### config.mk
export PLATFORM = sky130hd
export DESIGN_NAME = sink_driver
export DESIGN_NICKNAME = d
export VERILOG_FILES = /design/src/verilog/sink_driver_pkg.sv /design/src/verilog/word_stream_if.sv /design/src/verilog/sink_driver.sv /design/src/verilog/word_fifo.sv
export SDC_FILE = /design/constraint.sdc
export NUM_CORES = 1
export LEC_CHECK = 0
export BUFFER_PORTS_ARGS = -buffer_cell sky130_fd_sc_hd__buf_2
export CAP_MARGIN = 15
export CORE_AREA = 2 2 132 134
export CTS_CLUSTER_DIAMETER = 150
export DETAILED_ROUTE_END_ITERATION = 12
export DIE_AREA = 0 0 134 136
export SYNTH_ARGS = -nofsm -noshare
export SYNTH_HDL_FRONTEND = slang
export SYNTH_SLANG_ARGS = --single-unit
### constraint.sdc
create_clock -name i_clk -period 4.5 [get_ports i_clk]
set_input_delay 0.675 -clock i_clk [delete_from_list [all_inputs] [get_ports i_clk]]
set_output_delay 0.675 -clock i_clk [all_outputs]
set_load 0.05 [all_outputs]
### src/verilog/sink_driver_pkg.sv
// Constants and types shared by the serial-in latched sink driver.
// Assumes one 250 MHz system clock that samples all host pins.
`default_nettype none
package sink_driver_pkg;
    localparam int STAGES = 8;
    localparam int FIFO_DEPTH = 16;
    localparam int FIFO_AW = 4;
    localparam int CLK_PERIOD_NS = 4;
    localparam logic [7:0] SHIFT_RESET = 8'h00;
    localparam logic [7:0] STORE_RESET = 8'h00;
    localparam logic [7:0] SINK_OFF = 8'h00;
    localparam logic [1:0] SYNC_RESET = 2'h0;
    typedef logic [STAGES-1:0] byte_t;
    typedef enum logic [1:0] {
        ST_IDLE = 2'b00,
        ST_SHIFTING = 2'b01,
        ST_FULL = 2'b11
    } fill_t;
endpackage
`default_nettype wire

### src/verilog/word_stream_if.sv
// Valid/ready stream carrying latched words between the latch stage and the output stage.
// Assumes both ends share i_clk.
`default_nettype none
interface word_stream_if;
    import sink_driver_pkg::*;
    logic valid;
    logic ready;
    byte_t data;
    modport source (output valid, output data, input ready);
    modport sink (input valid, input data, output ready);
endinterface
`default_nettype wire

### src/verilog/sink_driver.sv
// Serial-in, latched, eight-channel open-drain sink driver.
// Assumes host pins are asynchronous to i_clk and slower than a few clock periods.
//
// How it works
// - Eight-stage shift register feeds eight-bit storage
// - Shift clock rise shifts serial input in
// - Latch clock rise copies shift register
// - Clear low zeroes shift, storage untouched
// - Enable high forces all sink bits off
// - Enable low passes storage bits straight through
// - Cascade output allows chaining further devices
// - Sink bit one pulls drain low
// - Eight independent switched outputs, one per bit
`default_nettype none
module sink_driver (
    input wire logic i_clk,
    input wire logic i_rst,
    input wire logic i_serial_input,
    input wire logic i_shift_clk,
    input wire logic i_latch_clk,
    input wire logic i_shift_clear_n,
    input wire logic i_output_enable_n,
    output logic o_cascade_output,
    output logic [sink_driver_pkg::STAGES-1:0] o_sink_out,
    output logic [sink_driver_pkg::STAGES-1:0] o_sink_oe,
    output logic o_latch_overrun,
    output var sink_driver_pkg::fill_t o_fill_state
);
    import sink_driver_pkg::*;

    // ----------------------------------------
    // Pin synchronisers
    // ----------------------------------------
    logic [1:0] sync_data, sync_sclk, sync_lclk, sync_clr, sync_oe;
    logic sclk_prev, lclk_prev;
    logic sclk_rise, lclk_rise;

    always_ff @(posedge i_clk) begin
        if (i_rst) begin
            sync_data <= SYNC_RESET;
            sync_sclk <= SYNC_RESET;
            sync_lclk <= SYNC_RESET;
            sync_clr <= SYNC_RESET;
            sync_oe <= 2'h3;
            sclk_prev <= 1'b0;
            lclk_prev <= 1'b0;
        end else begin
            sync_data <= {sync_data[0], i_serial_input};
            sync_sclk <= {sync_sclk[0], i_shift_clk};
            sync_lclk <= {sync_lclk[0], i_latch_clk};
            sync_clr <= {sync_clr[0], i_shift_clear_n};
            sync_oe <= {sync_oe[0], i_output_enable_n};
            sclk_prev <= sync_sclk[1];
            lclk_prev <= sync_lclk[1];
        end
    end

    // Edges found only on synchronised copies; data lags the clock by the same two stages
    assign sclk_rise = sync_sclk[1] && !sclk_prev;
    assign lclk_rise = sync_lclk[1] && !lclk_prev;

    // ----------------------------------------
    // Shift and storage registers
    // ----------------------------------------
    byte_t shift_reg, next_shift_reg;
    byte_t store_reg, next_store_reg;
    logic cascade, next_cascade;
    logic [3:0] shift_count, next_shift_count;
    fill_t fill, next_fill;
    logic overrun, next_overrun;
    word_stream_if latch_in ();
    word_stream_if latch_out ();

    always_comb begin
        next_shift_reg = shift_reg;
        next_shift_count = shift_count;
        if (!sync_clr[1]) begin
            next_shift_reg = SHIFT_RESET;
            next_shift_count = '0;
        end else if (sclk_rise) begin
            next_shift_reg = {shift_reg[STAGES-2:0], sync_data[1]};
            if (shift_count != 4'(STAGES)) begin
                next_shift_count = shift_count + 4'h1;
            end
        end
        if (lclk_rise) begin
            next_shift_count = '0;
        end
        // Cascade shows the last stage as it stands after each shift or clear
        next_cascade = next_shift_reg[STAGES-1];
        // Progress of the host's eight-shift-then-latch sequence
        case (next_shift_count)
            4'h0: next_fill = ST_IDLE;
            4'(STAGES): next_fill = ST_FULL;
            default: next_fill = ST_SHIFTING;
        endcase
    end

    // The latch edge pushes a snapshot; clear does not disturb what is queued or stored
    assign latch_in.valid = lclk_rise;
    assign latch_in.data = shift_reg;
    // A latch lost to a full queue is flagged rather than silently dropped
    assign next_overrun = overrun || (lclk_rise && !latch_in.ready);

    word_fifo #(
        .WIDTH(STAGES),
        .DEPTH(FIFO_DEPTH),
        .AW(FIFO_AW)
    ) u_fifo (
        .i_clk(i_clk),
        .i_rst(i_rst),
        .wr(latch_in),
        .rd(latch_out)
    );

    // Storage accepts one word per cycle; kept steady between latches
    assign latch_out.ready = 1'b1;
    always_comb begin
        next_store_reg = latch_out.valid ? latch_out.data : store_reg;
    end

    always_ff @(posedge i_clk) begin
        if (i_rst) begin
            shift_reg <= SHIFT_RESET;
            store_reg <= STORE_RESET;
            cascade <= 1'b0;
            shift_count <= '0;
            fill <= ST_IDLE;
            overrun <= 1'b0;
        end else begin
            shift_reg <= next_shift_reg;
            store_reg <= next_store_reg;
            cascade <= next_cascade;
            shift_count <= next_shift_count;
            fill <= next_fill;
            overrun <= next_overrun;
        end
    end

    // ----------------------------------------
    // Output buffer and open-drain pins
    // ----------------------------------------
    byte_t buffer_bits, next_buffer_bits;
    always_comb begin
        // Enable high blanks everything; low is transparent with one register of delay
        next_buffer_bits = sync_oe[1] ? SINK_OFF : store_reg;
    end
    always_ff @(posedge i_clk) begin
        if (i_rst) begin
            buffer_bits <= SINK_OFF;
        end else begin
            buffer_bits <= next_buffer_bits;
        end
    end

    // Each channel drives low only while its bit is one
    genvar ch;
    generate
        for (ch = 0; ch < STAGES; ch++) begin : g_sink
            assign o_sink_out[ch] = 1'b0;
            assign o_sink_oe[ch] = buffer_bits[ch];
        end
    endgenerate

    assign o_cascade_output = cascade;
    assign o_latch_overrun = overrun;
    assign o_fill_state = fill;
endmodule
`default_nettype wire

### src/verilog/word_fifo.sv
// Parameterised FIFO with valid/ready on both sides and a registered read word.
// Assumes one clock and a synchronous active-high reset.
`default_nettype none
module word_fifo #(
    parameter int WIDTH = 8,
    parameter int DEPTH = 16,
    parameter int AW = 4
) (
    input wire logic i_clk,
    input wire logic i_rst,
    word_stream_if.sink wr,
    word_stream_if.source rd
);
    // ----------------------------------------
    // Storage and pointers
    // ----------------------------------------
    logic [WIDTH-1:0] mem [DEPTH];
    logic [AW:0] wr_ptr, next_wr_ptr, rd_ptr, next_rd_ptr;
    logic [WIDTH-1:0] out_data, next_out_data;
    logic out_valid, next_out_valid;
    logic mem_empty, mem_full, do_write, do_read;

    assign mem_empty = (wr_ptr == rd_ptr);
    assign mem_full = (wr_ptr[AW-1:0] == rd_ptr[AW-1:0]) && (wr_ptr[AW] != rd_ptr[AW]);
    assign wr.ready = !mem_full;
    assign do_write = wr.valid && !mem_full;
    // Output register refills when empty or being drained
    assign do_read = !mem_empty && (!out_valid || rd.ready);
    assign rd.valid = out_valid;
    assign rd.data = out_data;

    always_comb begin
        next_wr_ptr = do_write ? wr_ptr + 1'b1 : wr_ptr;
        next_rd_ptr = do_read ? rd_ptr + 1'b1 : rd_ptr;
        next_out_data = do_read ? mem[rd_ptr[AW-1:0]] : out_data;
        next_out_valid = do_read ? 1'b1 : (rd.ready ? 1'b0 : out_valid);
    end

    always_ff @(posedge i_clk) begin
        if (do_write) begin
            mem[wr_ptr[AW-1:0]] <= wr.data;
        end
        if (i_rst) begin
            wr_ptr <= '0;
            rd_ptr <= '0;
            out_data <= '0;
            out_valid <= 1'b0;
        end else begin
            wr_ptr <= next_wr_ptr;
            rd_ptr <= next_rd_ptr;
            out_data <= next_out_data;
            out_valid <= next_out_valid;
        end
    end
endmodule
`default_nettype wire

== After elaboration in Yosys (flattened, before gate mapping) ==
Memory sizes are Yosys's and may differ from the RTL's. A register that Yosys moved wholly into a read port is not among the register bits.
Cells that the tools add are included.
Storage, ports and cells
  flip-flop bits (word level): 54
  memory bits (writable): 128
  input port bits: 7
  output and inout port bits: 20
  word-level logic and storage cells: 48
  memories: 1
Operators by class
  $add $sub $neg: 3
  equality and inequality tests: 5
  muxes and demuxes: 8
  bitwise logic cells: 1
  reduce and logical (&&, ||, !) cells: 13
Memory list
  u_fifo.mem: depth 16, bits a word 8, read ports 1, clocked after memory_dff 1, write ports 1, line word_fifo.sv:17  | logic [WIDTH-1:0] mem [DEPTH];
Operators by type and width (count)
  $mux W4: 4
  $add A5 B1 Y5 const B: 2
  $eq A5 B5 Y1: 1
  $logic_and A1 B1 Y1: 5
  $add A4 B1 Y4 const B: 1
  $eq A4 B4 Y1: 1
  $eq A4 B4 Y1 const B: 1
  $logic_not A1 Y1: 4
  $logic_not A4 Y1: 1
  $ne A4 B4 Y1 const B: 1
  $pmux W2 S2: 1
  $reduce_or A2 Y1: 2
  $mux W1: 3
  $logic_or A1 B1 Y1: 1
  $ne A1 B1 Y1: 1
  $not A1 Y1: 1

== Logic depth before layout (Yosys ltp) ==
Gate-level depths: netlist of run 1.
  depth in word-level cells: 7
  gate-level depth with buffers: 7
  mapped depth without buffers: 6

== Modules after synthesis ==
From an unflattened synthesis of run 1, not the netlist that was laid out.
Second synthesis, totals
  cell total of the unflattened synthesis: 481
  area, all modules: 7526.0 µm²
By module, submodules not included
  word_fifo: instances 1, cells each 327, area each 6028.3 µm², sequential area each 4224.1 µm²
  sink_driver: instances 1, cells each 154, area each 1497.7 µm², sequential area each 860.8 µm²

== Worst setup path before layout of run 1 ==
OpenSTA, ideal clock, no wires.
  kind: register to register
  from: register u_fifo.rd_ptr[0]
  to: memory u_fifo.mem[10][0], enable pin
  setup time: 332 ps
  arrival: 1532 ps
  data required time: 4168 ps
  setup slack: 2636 ps
  stages on the path, launching flop included: 8
  buffers on the path: 3
  period minus slack after synthesis: 1864 ps
  path through: dfxtp_1 > buf_2 > xnor2_1 > and4_1 > buf_6 > a21oi_4 > buf_6 > and3_1
On the way
  word-level cells in the longest chain between the ends: 6
Ends and longest elaborated chain
  start: declaration: line word_fifo.sv:18  | logic [AW:0] wr_ptr, next_wr_ptr, rd_ptr, next_rd_ptr;
  start signal: assignment: line word_fifo.sv:50  | rd_ptr <= next_rd_ptr;
  $eq A4 B4 Y1: line word_fifo.sv:24  | assign mem_full = (wr_ptr[AW-1:0] == rd_ptr[AW-1:0]) && (wr_ptr[AW] != rd_ptr[AW]);
  $logic_and A1 B1 Y1: line word_fifo.sv:24
  $logic_not A1 Y1
  $logic_and A1 B1 Y1: line word_fifo.sv:26  | assign do_write = wr.valid && !mem_full;
  $mux W1: line word_fifo.sv:40  | if (do_write) begin
  $mux W1 (implied by the code): line word_fifo.sv:41  | mem[wr_ptr[AW-1:0]] <= wr.data;
  end: declaration: line word_fifo.sv:17
Every way passes these cells.

== Worst setup path in the final report of run 1 ==
  from: register u_fifo.rd_ptr[0]
  to: memory u_fifo.mem[14][5], enable pin
Same word-level chain as after synthesis.

==> impl_metrics.toml, run 1 <==
[sta]
rsz0062_at_grt = "false"
setup_viol = 0
slew_headroom = 0.396
fin_crit_ns = 2.49
worstMarginPinSlew_ns = 0.906
final.period_utilization = 0.554
finClkSkew_ns = 0.00792
slew_violations = 0
hold_viol_final = 0
tns_ns = 0
fmax_mhz = 401

[detailed_routing]
vias = 4051
top_layer = "met4"
drt-pass1-iter-count = 5
wl_met2_mm = 7.87
drc_errors = 0
drt-initial-drc-count = 415
ant_nets = 0
m1WireLength_mm = 6.74
via_per_inst = 5.36
met3_length_um = 706
avgRoutedWirePerCell_um = 20.6
drt_wl_total_mm = 15.6

[pwr]
leakagePower_uw = 0.00283
peakVddDrop_v = 0.000304
powerDensity_nw_per_um2 = 476

[floorplanning]
placementRows = 48
dieArea_sq_um = 18200
start_util = 0.441
fp.dieW_um = 134
ios = 27
core_area_sq_um = 16900
dieHeight_um = 136

[yosys]
synth_enable_flop_cells = 128
ys_warn_count = 0
synth_area_per_cell_sq_um = 14.8
synth_cells = 504
synth_seq_cells = 190
async_flop_share = 0
seq_area_frac_synth = 0.683
synth_top_flop_cell = "edfxtp_1"
syn_area_sq_um = 7440
post_synth_num_cell_types = 53

[final_layout]
layout-drive-gt1-share = 0.136
antenna_cells = 0
final_util = 0.487
final_cell_mix = "edfxtp_1, dfxtp_1, mux2i_1, nand2_1, nor2b_1"
layout_commonest_cell = "edfxtp_1"
num-nets-final = 532
area_growth_pct = 10.4
largest_register_ffs = 128

[clock_tree]
clk_pin_slew_worst_paths_ns = 0.06
post_cts_buffers = 0
h-tree-depth = 4
ctsRootBufferMaster = "clkbuf_16"
cts_resized = 0
cts_sinks = 190
cts_tree = "built"
clockBufferDepth = 2
hold_buffers = 0
cts_made_buffers = 17
clk_latency_ns = 0.43

[setup_path]
crit_chain = "buf_4 > xnor2_1 > and4_1 > a21oi_4 > and3_1"
slowest_delay_ns = 0.52
arrival_ns = 2.58
worstPathMaxFanout = 25
start_kind = "flip-flop"
slowest_stage = "a21oi_4"
end_kind = "flip-flop"
required_ns = 4.58
critPathKind = "flip-flop to flip-flop"

[global_route]
antenna_found_initial = 0
grt_max_degree = 52
grt_use_total = 0.181
overflow = 0
grt_pass1_wl_mm = 23.6
grt_pass1_vias = 4017

[flow_run]
cap_viol_max_count = 0

[min_path]
hp-class = "flip-flop to flip-flop"

[placed_design]
gp_congestion = 0.818
port_buffers = 18
hpwl_mm = 10.4

[status]
outcome = "finished clean"
==> synthesized netlist by cell type, types with 10 or more instances <==
library cell	number	area [sq um]
nor2b_1	20	125
nand2_1	29	109
dfxtp_1	62	1240
o22ai_1	16	100
mux4_2	16	360
mux2i_1	41	410
and2_1	10	62.6
a21oi_1	13	65.1
buf_4	10	75.1
nor2_1	19	71.3
nor3_1	10	50.1
nand3_1	10	50.1
edfxtp_1	128	3840
and3_1	15	93.8
==> final cells by class <==
class	count	area, sq um
fill	1431	8650
sequential	190	5090
multi-input combinational	280	2150
clock buffer	21	440
tap	225	282
clock inverter	11	118
timing repair buffer	21	113
inverter	8	30.0
==> path summary, 6_finish.rpt <==
path	from	end	slack (ns)	cells after the start
max	u_fifo.rd_ptr[0]$_SDFFE_PP0P_	u_fifo.mem[14][5]$_DFFE_PP_	2.01	5
min	sync_oe[0]$_SDFF_PP1_	sync_oe[1]$_SDFF_PP1_	0.41	1
max reg2reg	u_fifo.rd_ptr[0]$_SDFFE_PP0P_	u_fifo.mem[14][5]$_DFFE_PP_	2.01	5
min reg2reg	sync_oe[0]$_SDFF_PP1_	sync_oe[1]$_SDFF_PP1_	0.41	1
==> stage by stage <==
step / instances / setup slack, ns / cell area (sq um) / hold WS [ns] / power (uW)
global route: 756 / 1.84 / 8220 / 0.413 / 4050
CTS: 756 / 2.03 / 8220 / 0.408 / 3930
finish: 756 / 2.01 / 8220 / 0.411 / 3910
global placement: 724 / 2.04 / 7660 / 0.395 / 2510
detailed placement: 724 / 2.04 / 7660 / 0.396 / 2520
floorplan: 511 / 2.64 / 7470 / 0.389 / 2450
==> cells by family (layout without fill, tap and decap cells) <==
group	Yosys count	after routing	synth area share
muxes	61	61	0.110
buffers and inverters	41	61	0.0313
adders and majority gates	7	7	0.0118
DFF	190	190	0.683
xor gates and xnor gates	8	8	0.0104
and+or+nand+nor	131	131	0.0934
other	1	8	0.000504
AOI/OAI and AO/OA	65	65	0.0600
==> power by group <==
group | switching (uW) | internal (uW) | leakage (uW)
Clock | 610 | 815 | 0.000274
Combinational | 314 | 218 | 0.000745
Sequential | 45.7 | 1910 | 0.00181
Total | 970 | 2940 | 0.00283
==> critical path: cells and delay by family (launching register included) <==
| kind | cells | cell delay [ns] |
|---|---|---|
| and+or+nand+nor | 2 | 0.83 |
| AOI/OAI and AO/OA | 1 | 0.52 |
| buffers and inverters | 1 | 0.35 |
| DFF | 1 | 0.31 |
| xor gates and xnor gates | 1 | 0.13 |
==> layer usage <==
metal | up-vias | global-route usage
met1 | 2012 | 0.227
met3 | 14 | 0.0418
met4 | 0 | 0.0674
met5 | - | 0
met2 | 114 | 0.306
li1 | 1911 | -
Power figures use the tool's default switching activity.
==> run 2, diff against run 1 <==
==> constraint.sdc (replaced) <==
create_clock -name i_clk -period 2.2 [get_ports i_clk]
set_input_delay 0.33 -clock i_clk [delete_from_list [all_inputs] [get_ports i_clk]]
set_output_delay 0.33 -clock i_clk [all_outputs]
set_load 0.05 [all_outputs]
==> run 2 against run 1 <==
Critical path depth stayed put; via count up 2.7%; cell count grew 2.1%; setup slack worse by 1.8 ns; sequential share of layout area decreased by 0.96 points; clock power is 100% higher; hold slack lost 0.31 ns; cell area rose by 1.6%; largest power group unchanged.
==> impl_metrics.toml, run 2 (synthesized netlist as in run 1, its figures left out) <==
[pwr]
internal_power_uw = 6030
switching_power_uw = 2040
powerDensity_nw_per_um2 = 966
switching_share = 0.252
peakVddDrop_v = 0.000624
clkPwrFrac = 0.364
seq_power_share = 0.495
leakagePower_uw = 0.00292
pwr-share-comb = 0.141
total_power_uw = 8070

[sta]
slew_headroom = 0.430
worstMarginPinSlew_ns = 0.854
tns_ns = 0
setup_viol = 0
finClkSkew_ns = 0.0120
rsz0062_at_grt = "false"
fin_crit_ns = 1.97
slew_violations = 0
final.period_utilization = 0.895
hold_viol_final = 0
fmax_mhz = 508

[clock_tree]
ctsRootBufferMaster = "clkbuf_16"
cts_resized = 0
hold_buffers = 0
cts_made_buffers = 17
cts_tree = "built"
clk_latency_ns = 0.43
cts_sinks = 190
post_cts_buffers = 0
clockBufferDepth = 2
h-tree-depth = 4
clk_pin_slew_worst_paths_ns = 0.07

[global_route]
grt_max_degree = 51
overflow = 0
grt_pass1_vias = 4096
grt_use_total = 0.175
grt_pass1_wl_mm = 23.4
antenna_found_initial = 0

[setup_path]
start_kind = "flip-flop"
critPathBufInv = 1
end_kind = "flip-flop"
reg2reg_depth = 5
slowest_stage = "buf_4"
worstPathMaxFanout = 37
critical-path-top-delay-family = "compound AO/OA/AOI/OAI gates"
worst-path-stages = 5
crit_chain = "buf_4 > mux2i_1 > o22ai_1 > a211oi_1 > a311oi_1"
slowest_delay_ns = 0.49
required_ns = 2.49
arrival_ns = 2.26
critPathKind = "flip-flop to flip-flop"

[floorplanning]
dieArea_sq_um = 18200
ios = 27
fp.dieW_um = 134
core_area_sq_um = 16900
start_util = 0.441
dieHeight_um = 136
placementRows = 48

[detailed_routing]
via_per_inst = 5.39
drt-pass1-iter-count = 5
vias = 4159
ant_nets = 0
drc_errors = 0
avgRoutedWirePerCell_um = 19.2
drt_wl_total_mm = 14.9
drt-initial-drc-count = 317

[final_layout]
num-nets-final = 548
final_cell_mix = "edfxtp_1, dfxtp_1, mux2i_1, nand2_1, nor2b_1"
area_growth_pct = 12.2
antenna_cells = 0
layout-drive-gt1-share = 0.166
fillers = 1453
largest_register_ffs = 128
multi_input_area_sq_um = 2150
layout_commonest_cell = "edfxtp_1"
register_area_sq_um = 5090

[placed_design]
port_buffers = 18
hpwl_mm = 10.2
gp_congestion = 0.830

[flow_run]
cap_viol_max_count = 0

[min_path]
holdPathStages = 2
hp-class = "primary input to flip-flop"

[status]
outcome = "finished clean"
-- run 2: cell count changes in the layout (fill, tap and decap cells not counted) --
cell,before,now
clkbuf_1,4,3
clkinv_1,2,0
inv_4,0,3
clkinv_2,3,1
clkbuf_16,17,19
clkbuf_8,0,1
clkinv_4,3,1
inv_6,1,4
bufinv_16,2,0
buf_4,3,19
-- run 2: through the flow --
| stage | worst slack, ns | utilization | cell area (sq um) | cells | hold WS (ns) |
|---|---|---|---|---|---|
| floorplan | 0.336 | - | 7470 | 511 | 0.389 |
| global placement | 0.241 | 0.461 | 7780 | 740 | 0.397 |
| detailed placement | 0.227 | 0.461 | 7780 | 740 | 0.406 |
| CTS | 0.222 | 0.495 | 8350 | 772 | 0.0818 |
| global route | 0.139 | 0.495 | 8350 | 772 | 0.0929 |
| finish | 0.231 | 0.495 | 8350 | 772 | 0.0967 |
-- run 2: layout make-up --
| type | count | share of cell area |
|---|---|---|
| clock buffers | 23 | 0.0599 |
| repair buffers | 37 | 0.0279 |
| clock inverters | 9 | 0.00809 |
| multi-input cells | 280 | 0.258 |
| well taps | 225 | 0.0337 |
| flip-flops and latches | 190 | 0.609 |
| inverters | 8 | 0.00360 |
-- run 2: power groups by stage --
stage,clock network (uW),logic (uW),registers [uW]
5_1_grt,3120,1240,4000
3_3_place_gp,0,1130,4070
2_1_floorplan,0,979,4020
6_report,2930,1140,3990
3_5_place_dp,0,1140,4070
4_1_cts,2980,1150,3990
-- run 2: worst paths after layout --
check                                      from                              to  slack (ns)
setup / recovery  u_fifo.rd_ptr[1]$_SDFFE_PP0P_  u_fifo.rd.data[6]$_SDFFE_PP0P_        0.23
hold / removal                i_output_enable_n           sync_oe[0]$_SDFF_PP1_         0.1
setup reg to reg  u_fifo.rd_ptr[1]$_SDFFE_PP0P_  u_fifo.rd.data[6]$_SDFFE_PP0P_        0.23
hold reg to reg           sync_oe[0]$_SDFF_PP1_           sync_oe[1]$_SDFF_PP1_        0.42
-- run 2: per-layer routing --
metal	vias up	part of all wire	GRT usage
li1	1954	-	-
met5	-	0	0
met1	2075	0.43	0.226
met2	110	0.50	0.292
met4	0	0.015	0.0591
met3	20	0.047	0.0395
==> run 3, diff against run 2 <==
--- a/config.mk
+++ b/config.mk
@@ -11,6 +11,7 @@
 export CTS_CLUSTER_DIAMETER = 150
 export DETAILED_ROUTE_END_ITERATION = 12
 export DIE_AREA = 0 0 134 136
+export RECOVER_POWER = 50
 export SYNTH_ARGS = -nofsm -noshare
 export SYNTH_HDL_FRONTEND = slang
 export SYNTH_SLANG_ARGS = --single-unit
==> constraint.sdc (replaced) <==
create_clock -name i_clk -period 2.4 [get_ports i_clk]
set_input_delay 0.36 -clock i_clk [delete_from_list [all_inputs] [get_ports i_clk]]
set_output_delay 0.36 -clock i_clk [all_outputs]
set_load 0.05 [all_outputs]
==> run 3 against run 2 <==
Hold slack gained 0.021 ns; setup slack gained 0.11 ns; count of clock-buffer cells in the layout shrank 5; fmax shrank 4.5%; critical path type unchanged; critical path depth shrank 1; critical endpoint is now u_fifo.mem[14][7]$_DFFE_PP_; non-clock buffer count shrank 7; cell count shrank 0.91%; total power shrank 8.7%; largest cell class unchanged.
==> impl_metrics.toml, run 3 (synthesized netlist as in run 1, its figures left out) <==
[global_route]
gr-usage-met1 = 0.235
grt_max_degree = 51
grt_use_total = 0.176
overflow = 0
antenna_found_initial = 0
grt_use_met3 = 0.0421
use_met2 = 0.281
top_usage_layer = "met2"
grt_pass1_vias = 4033
grt_pass1_wl_mm = 23.5

[floorplanning]
start_util = 0.441
dieArea_sq_um = 18200
ios = 27
fp.dieW_um = 134
core_area_sq_um = 16900
dieHeight_um = 136
placementRows = 48

[final_layout]
area_growth_pct = 11.3
layout-drive-gt1-share = 0.157
antenna_cells = 0
num-nets-final = 541
final_cell_mix = "edfxtp_1, dfxtp_1, mux2i_1, nand2_1, nor2b_1"
final_cells = 765
layout_commonest_cell = "edfxtp_1"
fillers = 1452
final_area_sq_um = 8280
final_util = 0.491
largest_register_ffs = 128

[flow_run]
cap_viol_max_count = 0

[sta]
setup_viol = 0
final.period_utilization = 0.859
layout_setup_ws_ns = 0.339
rsz0062_at_grt = "false"
hold_viol_final = 0
finClkSkew_ns = 0.00683
slew_headroom = 0.327
fmax_mhz = 485
fin_crit_ns = 2.06
tns_ns = 0
worstMarginPinSlew_ns = 1.01
slew_violations = 0

[setup_path]
required_ns = 2.49
crit_chain = "xnor2_1 > and4_1 > a21oi_4 > and3_1"
critical-path-top-delay-family = "simple AND/OR/NAND/NOR gates"
arrival_ns = 2.15
worstPathMaxFanout = 17
end_kind = "flip-flop"
slowest_stage = "and3_1"
critPathBufInv = 0
start_kind = "flip-flop"
critPathKind = "flip-flop to flip-flop"
slowest_delay_ns = 0.50

[placed_design]
hpwl_mm = 10.1
placed_cell_area_sq_um = 7730
gp_congestion = 0.910
dp.cells = 733
port_buffers = 18
dp_slack_ns = 0.347

[clock_tree]
cts_tree = "built"
clk_latency_ns = 0.43
h-tree-depth = 4
hold_buffers = 0
post_cts_buffers = 0
cts_made_buffers = 17
ctsRootBufferMaster = "clkbuf_16"
cts_resized = 0
clk_pin_slew_worst_paths_ns = 0.07
clockBufferDepth = 2
cts_sinks = 190

[pwr]
leakagePower_uw = 0.00286
peakVddDrop_v = 0.000506
powerDensity_nw_per_um2 = 889

[detailed_routing]
vias = 4063
ant_nets = 0
avgRoutedWirePerCell_um = 19.6
drc_errors = 0
via_per_inst = 5.31
drt-initial-drc-count = 377
drt-pass1-iter-count = 5
drt_wl_total_mm = 15.0

[status]
outcome = "finished clean"

[min_path]
hp-class = "primary input to flip-flop"
==> run 3: where the power goes <==
part	switching, uW	internal, uW
registers	96.5	3570
clock network	1280	1390
logic	570	445
total	1950	5410
==> run 3: area by class of cell <==
cell class	count	area [sq um]	share of cell area
Multi-Input combinational cell	280	2150	0.260
Sequential cell	190	5090	0.614
Inverter	8	30.0	0.00362
Clock buffer	18	439	0.0530
Tap cell	225	282	0.0340
Timing Repair Buffer	30	173	0.0208
Clock inverter	14	121	0.0147
==> run 3: path summary, 6_finish.rpt <==
path	slack, ns	cells past startpoint	from	end
worst max-delay path	0.34	4	u_fifo.wr_ptr[0]$_SDFFE_PP0P_	u_fifo.mem[14][7]$_DFFE_PP_
worst max register to register	0.34	4	u_fifo.wr_ptr[0]$_SDFFE_PP0P_	u_fifo.mem[14][7]$_DFFE_PP_
worst min-delay path	0.12	2	i_output_enable_n	sync_oe[0]$_SDFF_PP1_
worst min register to register	0.42	1	sync_oe[0]$_SDFF_PP1_	sync_oe[1]$_SDFF_PP1_
==> run 3: through the flow <==
step                      total power [uW]  hold WS [ns]
after floorplan                       4580         0.389
after global placement                4760         0.393
after detailed placement              4760         0.402
after CTS                             7420        0.0959
after global routing                  7650        0.0991
final                                 7360         0.118
==> run 3: metal layers <==
metal / up-vias / part of all wire
met5: - / 0
met4: 0 / 0.016
met3: 15 / 0.047
met2: 115 / 0.48
met1: 1998 / 0.45
li1: 1935 / -
